### src/include/codec_tieoff_pkg.sv
package codec_tieoff_pkg;

    // register port geometry
    localparam int ADDR_W = 7;
    localparam int DATA_W = 9;
    localparam int LEVEL_W = 9;
    localparam int SAMPLE_W = 24;
    localparam int TIEOFF_N = 8;
    localparam int VREF_N = 3;

    // register addresses
    localparam logic [6:0] ADDR_INPUT_TIEOFF = 7'h4A;
    localparam logic [6:0] ADDR_BIAS_TIEOFF = 7'h4B;
    localparam logic [6:0] ADDR_PK2PK = 7'h4C;
    localparam logic [6:0] ADDR_PEAK = 7'h4D;
    localparam logic [6:0] ADDR_AUTOMUTE = 7'h4E;

    // reset values
    localparam logic [8:0] INPUT_TIEOFF_RST = 9'h000;
    localparam logic [8:0] BIAS_TIEOFF_RST = 9'h000;
    localparam logic [8:0] ZERO_WORD = 9'h000;

    // input tie-off register: [8] override, [7:0] per-input force
    // [7] r aux, [6] r line, [5] r mic-, [4] r mic+,
    // [3] l aux, [2] l line, [1] l mic-, [0] l mic+
    localparam int OVR_EN_BIT = 8;

    // bias and tie-off register fields, bit 7 reserved
    localparam int BIAS_HALF_BIT = 8;
    localparam int BIAS_INC_BIT = 6;
    localparam int BIAS_DEC_BIT = 5;
    localparam int BUF_BYPASS_BIT = 4;
    localparam int BUF_GROUND_BIT = 3;
    localparam int VREF_LSB = 0;
    localparam logic [8:0] BIAS_WR_MASK = 9'h17F;

    // automute control and status register fields
    localparam int AMUTE_SEL_BIT = 5;
    localparam int HV_FLAG_BIT = 4;
    localparam int NGATE_BIT = 3;
    localparam logic AMUTE_SEL_RST = 1'h0;

endpackage : codec_tieoff_pkg

### src/include/alc_level_if.sv
`timescale 1ns/1ps
interface alc_level_if;
    import codec_tieoff_pkg::*;
    logic [LEVEL_W-1:0] left_pk2pk; // raw left peak-to-peak
    logic [LEVEL_W-1:0] right_pk2pk; // raw right peak-to-peak
    logic [LEVEL_W-1:0] left_peak; // raw left peak
    logic [LEVEL_W-1:0] right_peak; // raw right peak
    logic left_alc_en; // left under level control
    logic right_alc_en; // right under level control
    logic noise_gate_source_select; // 0 peak, 1 peak-to-peak
    logic [LEVEL_W-1:0] gate_threshold; // noise gate threshold
    logic [LEVEL_W-1:0] alc_pk2pk_level; // combined readout
    logic [LEVEL_W-1:0] alc_peak_level; // combined readout
    logic noise_gate_active_flag; // signal below threshold

    modport core (
        output left_pk2pk, right_pk2pk, left_peak, right_peak,
        output left_alc_en, right_alc_en,
        output noise_gate_source_select, gate_threshold,
        input alc_pk2pk_level, alc_peak_level, noise_gate_active_flag
    );
    modport monitor (
        input left_pk2pk, right_pk2pk, left_peak, right_peak,
        input left_alc_en, right_alc_en,
        input noise_gate_source_select, gate_threshold,
        output alc_pk2pk_level, alc_peak_level, noise_gate_active_flag
    );
endinterface : alc_level_if

### src/rtl/alc_level_monitor.sv
`timescale 1ns/1ps
module alc_level_monitor
    import codec_tieoff_pkg::*;
(
    input wire logic mclk,
    input wire logic reset,
    alc_level_if.monitor lvl
);

    // all state of the monitor
    typedef struct packed {
        logic [LEVEL_W-1:0] pk2pk;
        logic [LEVEL_W-1:0] peak;
        logic gate;
    } mon_state_t;

    mon_state_t st_r;
    mon_state_t st_nxt;

    // pick the channel value; larger one when both are controlled
    function automatic logic [LEVEL_W-1:0] pick_level(
        input logic [LEVEL_W-1:0] lv,
        input logic [LEVEL_W-1:0] rv,
        input logic len,
        input logic ren
    );
        if (len && ren) begin
            pick_level = (lv > rv) ? lv : rv;
        end else if (ren) begin
            pick_level = rv;
        end else begin
            pick_level = lv;
        end
    endfunction : pick_level

    // combine channels and evaluate the noise gate
    always_comb begin
        st_nxt = st_r;
        st_nxt.pk2pk = pick_level(lvl.left_pk2pk, lvl.right_pk2pk,
            lvl.left_alc_en, lvl.right_alc_en);
        st_nxt.peak = pick_level(lvl.left_peak, lvl.right_peak,
            lvl.left_alc_en, lvl.right_alc_en);
        // gate compares the freshly combined level of the chosen detector
        if (lvl.noise_gate_source_select) begin
            st_nxt.gate = st_nxt.pk2pk < lvl.gate_threshold;
        end else begin
            st_nxt.gate = st_nxt.peak < lvl.gate_threshold;
        end
    end

    // register the whole state
    always_ff @(posedge mclk or posedge reset) begin
        if (reset) begin
            st_r <= '0;
        end else begin
            st_r <= st_nxt;
        end
    end

    assign lvl.alc_pk2pk_level = st_r.pk2pk;
    assign lvl.alc_peak_level = st_r.peak;
    assign lvl.noise_gate_active_flag = st_r.gate;

endmodule : alc_level_monitor

### src/rtl/tieoff_override_and_alc_readout_regs.sv
`timescale 1ns/1ps

module tieoff_override_and_alc_readout_regs
    import codec_tieoff_pkg::*;
(
    input wire logic mclk,
    input wire logic reset,
    // register port from the serial control interface
    input wire logic reg_wr_en,
    input wire logic [ADDR_W-1:0] reg_addr,
    input wire logic [DATA_W-1:0] reg_wr_data,
    output logic [DATA_W-1:0] reg_rd_data,
    // automatic switch requests from the analog sequencer
    input wire logic [TIEOFF_N-1:0] auto_tieoff_sw,
    input wire logic input_buffer_disabled,
    input wire logic auto_buffer_bypass,
    input wire logic auto_buffer_ground,
    input wire logic [VREF_N-1:0] vref_pm_sw,
    // level detector values per channel
    input wire logic [LEVEL_W-1:0] left_pk2pk_in,
    input wire logic [LEVEL_W-1:0] right_pk2pk_in,
    input wire logic [LEVEL_W-1:0] left_peak_in,
    input wire logic [LEVEL_W-1:0] right_peak_in,
    input wire logic left_alc_active,
    input wire logic right_alc_active,
    input wire logic noise_gate_source_select,
    input wire logic [LEVEL_W-1:0] noise_gate_threshold,
    // speaker supply detector
    input wire logic speaker_supply_high_det,
    // candidate automute observation data
    input wire logic [SAMPLE_W-1:0] attenuator_in_sample,
    input wire logic [SAMPLE_W-1:0] serial_dac_input_sample,
    // analog switch controls
    output logic [TIEOFF_N-1:0] tieoff_sw_close,
    output logic input_tieoff_override_flag,
    output logic buffer_bypass_close,
    output logic buffer_ground_close,
    output logic [VREF_N-1:0] vref_ground_close,
    // mix/boost bias controls
    output logic mixboost_bias_half,
    output logic mixboost_bias_increase,
    output logic mixboost_bias_decrease,
    // automute and level control hooks
    output logic automute_point_select,
    output logic [SAMPLE_W-1:0] automute_obs_sample,
    output logic alc_gain_hold,
    output logic speaker_supply_high_flag
);

    // all state of the register bank
    typedef struct packed {
        logic [DATA_W-1:0] input_tieoff; // input tie-off register
        logic [DATA_W-1:0] bias_tieoff; // bias and tie-off register
        logic amute_sel; // automute observation select
        logic hv_flag; // sampled detector output
        logic [DATA_W-1:0] rd_data; // read answer
        logic [TIEOFF_N-1:0] tieoff_sw; // switch drive
        logic buf_bypass; // bypass switch drive
        logic buf_ground; // ground switch drive
        logic [VREF_N-1:0] vref_sw; // vref ground switches
        logic bias_half; // half bias drive
        logic bias_inc; // bias increase drive
        logic bias_dec; // bias decrease drive
        logic [SAMPLE_W-1:0] amute_data; // observed sample
    } bank_state_t;

    bank_state_t st_r; // registered state
    bank_state_t st_nxt; // next state

    alc_level_if lvl (); // carrier to the level monitor

    // write decode for one address
    function automatic logic wr_hit(
        input logic en,
        input logic [ADDR_W-1:0] addr,
        input logic [ADDR_W-1:0] target
    );
        wr_hit = en && (addr == target);
    endfunction : wr_hit

    // manual force with buffer-off qualification
    function automatic logic buf_switch(
        input logic force_bit,
        input logic buf_off,
        input logic auto_req
    );
        // forcing only matters while the buffer is off;
        // when it runs the sequencer still owns the switch
        if (force_bit && buf_off) begin
            buf_switch = 1'h1;
        end else begin
            buf_switch = auto_req;
        end
    endfunction : buf_switch

    // read view of the automute control and status register
    function automatic logic [DATA_W-1:0] amute_word(
        input logic sel,
        input logic hv,
        input logic gate
    );
        amute_word = ZERO_WORD; // reserved bits read zero
        amute_word[AMUTE_SEL_BIT] = sel;
        amute_word[HV_FLAG_BIT] = hv;
        amute_word[NGATE_BIT] = gate;
    endfunction : amute_word

    // feed raw detector values into the monitor
    assign lvl.left_pk2pk = left_pk2pk_in;
    assign lvl.right_pk2pk = right_pk2pk_in;
    assign lvl.left_peak = left_peak_in;
    assign lvl.right_peak = right_peak_in;
    assign lvl.left_alc_en = left_alc_active;
    assign lvl.right_alc_en = right_alc_active;
    assign lvl.noise_gate_source_select = noise_gate_source_select;
    assign lvl.gate_threshold = noise_gate_threshold;

    // level combining and noise gate
    alc_level_monitor u_level_monitor (
        .mclk (mclk),
        .reset (reset),
        .lvl (lvl.monitor)
    );

    // next-state logic of the whole bank
    always_comb begin
        st_nxt = st_r;

        // register writes; read-only addresses fall through
        if (wr_hit(reg_wr_en, reg_addr, ADDR_INPUT_TIEOFF)) begin
            st_nxt.input_tieoff = reg_wr_data;
        end
        if (wr_hit(reg_wr_en, reg_addr, ADDR_BIAS_TIEOFF)) begin
            // reserved bit never stores, so it reads back zero
            st_nxt.bias_tieoff = reg_wr_data & BIAS_WR_MASK;
        end
        if (wr_hit(reg_wr_en, reg_addr, ADDR_AUTOMUTE)) begin
            // only the select bit is writable; status bits are
            // rebuilt from live state on every read
            st_nxt.amute_sel = reg_wr_data[AMUTE_SEL_BIT];
        end

        // detector is synchronous to mclk, one stage is enough
        st_nxt.hv_flag = speaker_supply_high_det;

        // tie-off switches: manual pattern or sequencer
        if (st_r.input_tieoff[OVR_EN_BIT]) begin
            // right half of the force field
            st_nxt.tieoff_sw[7:4] = st_r.input_tieoff[7:4];
            // left half of the force field
            st_nxt.tieoff_sw[3:0] = st_r.input_tieoff[3:0];
        end else begin
            st_nxt.tieoff_sw = auto_tieoff_sw;
        end

        // buffer bypass and ground switches
        st_nxt.buf_bypass = buf_switch(
            st_r.bias_tieoff[BUF_BYPASS_BIT],
            input_buffer_disabled, auto_buffer_bypass);
        st_nxt.buf_ground = buf_switch(
            st_r.bias_tieoff[BUF_GROUND_BIT],
            input_buffer_disabled, auto_buffer_ground);

        // vref ground switches: force closed or power setting
        st_nxt.vref_sw = st_r.bias_tieoff[VREF_LSB +: VREF_N]
            | vref_pm_sw;

        // bias controls go straight to the analog trim
        st_nxt.bias_half = st_r.bias_tieoff[BIAS_HALF_BIT];
        st_nxt.bias_inc = st_r.bias_tieoff[BIAS_INC_BIT];
        st_nxt.bias_dec = st_r.bias_tieoff[BIAS_DEC_BIT];

        // automute observation point
        if (st_r.amute_sel) begin
            st_nxt.amute_data = serial_dac_input_sample;
        end else begin
            st_nxt.amute_data = attenuator_in_sample;
        end

        // read answer, valid the cycle after the address
        case (reg_addr)
            ADDR_INPUT_TIEOFF: begin
                st_nxt.rd_data = st_r.input_tieoff;
            end
            ADDR_BIAS_TIEOFF: begin
                st_nxt.rd_data = st_r.bias_tieoff;
            end
            ADDR_PK2PK: begin
                st_nxt.rd_data = lvl.alc_pk2pk_level;
            end
            ADDR_PEAK: begin
                st_nxt.rd_data = lvl.alc_peak_level;
            end
            ADDR_AUTOMUTE: begin
                st_nxt.rd_data = amute_word(st_r.amute_sel,
                    st_r.hv_flag, lvl.noise_gate_active_flag);
            end
            default: begin
                // unmapped addresses answer zero
                st_nxt.rd_data = ZERO_WORD;
            end
        endcase
    end

    // register the whole state; control starts at defaults
    always_ff @(posedge mclk or posedge reset) begin
        if (reset) begin
            st_r <= '0;
            st_r.input_tieoff <= INPUT_TIEOFF_RST;
            st_r.bias_tieoff <= BIAS_TIEOFF_RST;
            st_r.amute_sel <= AMUTE_SEL_RST;
        end else begin
            st_r <= st_nxt;
        end
    end

    // outputs come from the registered state; alc_gain_hold comes from the level monitor's register
    assign reg_rd_data = st_r.rd_data;
    assign tieoff_sw_close = st_r.tieoff_sw;
    assign input_tieoff_override_flag = st_r.input_tieoff[OVR_EN_BIT];
    assign buffer_bypass_close = st_r.buf_bypass;
    assign buffer_ground_close = st_r.buf_ground;
    assign vref_ground_close = st_r.vref_sw;
    assign mixboost_bias_half = st_r.bias_half;
    assign mixboost_bias_increase = st_r.bias_inc;
    assign mixboost_bias_decrease = st_r.bias_dec;
    assign automute_point_select = st_r.amute_sel;
    assign automute_obs_sample = st_r.amute_data;
    // gain freezes while the gate reports a quiet input
    assign alc_gain_hold = lvl.noise_gate_active_flag;
    assign speaker_supply_high_flag = st_r.hv_flag;

endmodule : tieoff_override_and_alc_readout_regs

### config.mk
export PLATFORM = sky130hd
export DESIGN_NAME = tieoff_override_and_alc_readout_regs
export DESIGN_NICKNAME = d
export VERILOG_FILES = /design/src/include/codec_tieoff_pkg.sv /design/src/include/alc_level_if.sv /design/src/rtl/alc_level_monitor.sv /design/src/rtl/tieoff_override_and_alc_readout_regs.sv
export SDC_FILE = /design/constraint.sdc
export NUM_CORES = 1
export LEC_CHECK = 0
export BUFFER_PORTS_ARGS = -buffer_cell sky130_fd_sc_hd__buf_2
export CORE_UTILIZATION = 35
export CTS_CLUSTER_DIAMETER = 200
export DETAILED_ROUTE_END_ITERATION = 16
export PLACE_DENSITY = 0.58
export SYNTH_ARGS = -nofsm -noshare
export SYNTH_HDL_FRONTEND = slang
export SYNTH_SLANG_ARGS = --single-unit
export TNS_END_PERCENT = 1
### constraint.sdc
create_clock -name mclk -period 4 [get_ports mclk]
set_clock_uncertainty 0.1 [all_clocks]
set_input_delay 0.8 -clock mclk [delete_from_list [all_inputs] [get_ports mclk]]
set_output_delay 0.8 -clock mclk [all_outputs]
set_load 0.02 [all_outputs]
# --- Yosys cells after proc, flatten, opt, wreduce, memory -nomap -nowiden ---
# Index checks and enable logic that the tools add are counted.
totals:
  ramBits: 0
  elab_cells: 44
  out_inout_bits: 53
  reg_bits: 87
  mem_bits_ro: 0
  latch_bits: 0
  mem_count: 0
classes:
  bitwise_logic: 1
  n_mux: 12
  magnitude_cmp: 4
  eq_ne: 5
  div: 0
  shifts: 0
  mul: 0
  addsub: 0
  n_reduce_logical: 6
op_table:
  columns: ["op", "n"]
  rows:
  - ["two-way mux 9 bit", 6]
  - ["case mux 9 bit (5 select lines)", 1]
  - ["== test 7 bit (second input constant)", 5]
  - ["two-way mux 24 bit", 1]
  - ["greater-than comparator 9 bit", 2]
  - ["< comparator 9 bit", 2]
  - ["two-way mux 8 bit", 1]
  - ["logical AND 1 bit", 6]
  - ["two-way mux 1 bit", 3]
  - ["bitwise OR 3 bit", 1]

# --- Longest topological paths before layout ---
depth:
  word_depth: 5
  ltp_mapped: 16

# --- By module ---
# From an unflattened synthesis, not the netlist that was laid out.
hier_totals:
  cells_unflattened: 396
  area_unflattened_um2: 4655.7
by_module_without_submodules:
  columns: ["mod", "cells_each", "n_inst", "seq_area_each_um2", "area_each_um2"]
  rows:
  - ["tieoff_override_and_alc_readout_regs", 225, 1, 1701.6, 3056.7]
  - ["alc_level_monitor", 171, 1, 475.5, 1599.0]

# --- Worst setup path before layout ---
# Ideal clock, no wire load.
synth_path:
  kind: "input to register"
  from: "input right_peak_in[6]"
  to: "register u_level_monitor.st_r (netlist bit u_level_monitor.lvl.noise_gate_active_flag)"
  path_slack_ns: 0.253
  required_time_ns: 3.796
  stages: 14
  path_buffers: 1
  arrival_ns: 3.543
  cell_sequence: "inv_1 -> ha_1 -> a211oi_1 -> nor2_1 -> a2111oi_2 -> o21ai_2 -> buf_6 -> o21ai_0 -> ha_1 -> a21o_1 -> a21o_1 -> a211o_1 -> or2_2 -> o311ai_1"
synth_rtl:
  columns: ["item", "line_no", "rtl"]
  rows:
  - ["from (decl)", "tieoff_override_and_alc_readout_regs.sv:23", "input wire logic [LEVEL_W-1:0] right_peak_in,"]
  - ["to (signal assigned)", "alc_level_monitor.sv:56", "st_r <= st_nxt;"]
  - ["to (decl)", "alc_level_monitor.sv:17", "mon_state_t st_r;"]

==> reports/qor.yml <==
status: "complete, no violations"
synth_flop_cell: "dfrtp_1"
portBuffers: 182
p_leak_nw: 3.03
synth-async-reset-ratio_pct: 100
grt_usage_pct: 16.5
finalCriticalPeriod_ps: 3740
syn_area_um2: 4570
yosysSeqAreaShare_pct: 47.6
layout.nets: 713
drc: 0
drt-initial-drc-count: 144
dieArea_um2: 13500
cts_setup_buffers: 0
cts_buffers: 9
io_pins: 183
postRouteAntennaNets: 0
synthesis.instances: 396
slew_headroom_pct: 45.4
diodes: 0
grt_max_degree: 50
rows: 41
syn2layout_area_growth_pct: 24.7
routabilityCongestion: 0.860
multi_input_area_um2: 1920
vias_per_cell: 4.67
grt_pass1_vias: 3483
dp_slack_ps: -236
cts.path.max_buffers: 2
antenna_found_initial: 0
startpoint_type: "primary input"
vias: 3392
root_buffer: "clkbuf_16"
synth_edf_count: 0
clk_pin_slew_ps: 60
ys_ff_latch: 87
critPathKind: "primary input to flip-flop"
slew_viol_final: 0
start_util_pct: 36.1
seqCellArea_um2: 2180
setup_viol: 0
syn_nets: 560
post-dp-hpwl_um: 8720
syn_avg_cell_area_um2: 11.5
cts_sinks: 87
yosysTopAreaCell: "dfrtp_1"
yosysTopAreaCellShare_pct: 47.6
crit_fanout: 4
drive_gt1_share_pct: 50.9
cap_violations: 0
hold_path.class: "flip-flop to flip-flop"
fp.dieH_um: 116
critPathRequiredTime_ps: 4130
powerDensity_nw_per_um2: 376
grt_overflow: 0
grt_pass1_wl_um: 16700
cp.arrival_ps: 3870
core_um2: 12700
synth_warnings: 0
drt_wl_total_um: 10600
post-route-util_pct: 45.0
max_freq_ghz: 0.268
final.setup.tns_ps: 0
die_x_um: 116
wl_per_cell_um: 14.7
min_period_over_period_pct: 93.4
synthTopCellsByArea: "dfrtp_1 48%, mux2_2 13%, ha_1 9.3%"
ctsHoldBuffers: 0
hold_viol: 0
drt-pass1-iter-count: 4
mostFrequentLayoutCells: "182 x buf_2, 87 x dfrtp_1, 54 x mux2_2, 34 x ha_1, 30 x inv_1"
fill_cells: 1220
finalWorstSetupSlack_ps: 262
cts.htree.levels: 3
power_mw: 2.15
synth_cell_type_count: 48
rsz0062_at_grt: "no"
cts_tree: "done"
end_kind: "flip-flop"
clk_latency_ps: 340
final_common_cell: "buf_2"
tightest_slew_ps: 817
hold_ws_ps: 291
ir_drop_mv: 0.186
[metrics by stage]
step / cells / cell area (um^2)
6_report: 726 / 5700
5_1_grt: 726 / 5700
4_1_cts: 726 / 5700
3_5_place_dp: 710 / 5420
3_3_place_gp: 710 / 5420
2_1_floorplan: 396 / 4570
[layout make-up]
type	count	area share, %
timing repair buffer	194	17.5
clock buffer	10	4.19
multi-input combinational	226	33.6
tap	172	3.77
sequential	87	38.2
inverter	31	2.06
clock inverter	6	0.636
[worst max-delay path, cell delays in order]
cell and delay (ps):
buf_2 110, ha_1 320, a21oi_1 200, a211oi_2 100
nor4_2 410, o21ai_1 170, buf_4 180, o21ai_0 290
ha_1 320, a21oi_1 140, nor2b_1 50, o21ai_0 160
a21oi_1 90, o31a_1 240, o311ai_1 290
[metal layers]
layer  part of all wire [%]  GRT usage (%)  up-vias
met4                    1.9           7.18        0
met1                     43           19.4     1584
li1                       -              -     1652
met5                      0              0        -
met2                     49           29.5      140
met3                    6.4           2.85       16
[flip-flops by register name, indices dropped and copies added (netlist names)]
register	cells
reg_rd_data	9
u_level_monitor.lvl.alc_pk2pk_level	9
speaker_supply_high_flag	1
automute_obs_sample	24
st_r	13
u_level_monitor.lvl.alc_peak_level	9
buffer_ground_close	1
buffer_bypass_close	1
mixboost_bias_increase	1
mixboost_bias_half	1
u_level_monitor.lvl.noise_gate_active_flag	1
mixboost_bias_decrease	1
vref_ground_close	3
input_tieoff_override_flag	1
tieoff_sw_close	8
st_nxt	3
automute_point_select	1
[cells in the mapped netlist, drive strengths merged (2+ instances only)]
master  number
mux2        54
o21ai       28
nor2        11
nor3         4
nand4        6
nand3        2
o31ai        2
a211oi       2
inv         31
ha          34
nand2       29
buf         47
a32oi        3
dfrtp       87
o21a         2
a22oi        3
nand3b       2
clkbuf       5
a221o        5
or2          4
a21o         5
a21oi        8
mux2i        7
[path summary, 6_finish.rpt]
| check | startpoint | end | slack, ps | depth (start not counted) |
|---|---|---|---|---|
| max | left_pk2pk_in[2] | u_level_monitor.lvl.noise_gate_active_flag | 260 | 15 |
| min | st_nxt[26] | mixboost_bias_half | 290 | 0 |
| max reg2reg | automute_point_select | reg_rd_data[5] | 2660 | 4 |
| min reg2reg | st_nxt[26] | mixboost_bias_half | 290 | 0 |
| max in group asynchronous | reset | u_level_monitor.lvl.alc_pk2pk_level[7] | 2520 | 3 |
| min in group asynchronous | reset | automute_obs_sample[6] | 500 | 2 |
[where the power goes]
part / switching, mW / total, mW / internal, mW
Clock: 0.325 / 0.759 / 0.433
Combinational: 0.220 / 0.409 / 0.189
Sequential: 0.0297 / 0.978 / 0.948
[cell families (layout without fill, tap and decap cells)]
kind of cell             after synthesis  in the layout  synth area share [%]
flip-flops                            87             87                  47.6
buffers and inverters                 83            241                  10.6
AND/OR/NAND/NOR                       66             66                  8.04
AO/OA/AOI/OAI                         65             65                  9.60
multiplexers                          61             61                  14.8
adder cells (fa/ha/maj)               34             34                  9.30
[what timing repair did]
action | in CTS | in global routing
gates resized for setup | 0 | 7
endpoints found under the setup margin | 0 | 1
endpoints found under the hold margin | 0 | 0
Power figures use the tool's default switching activity.
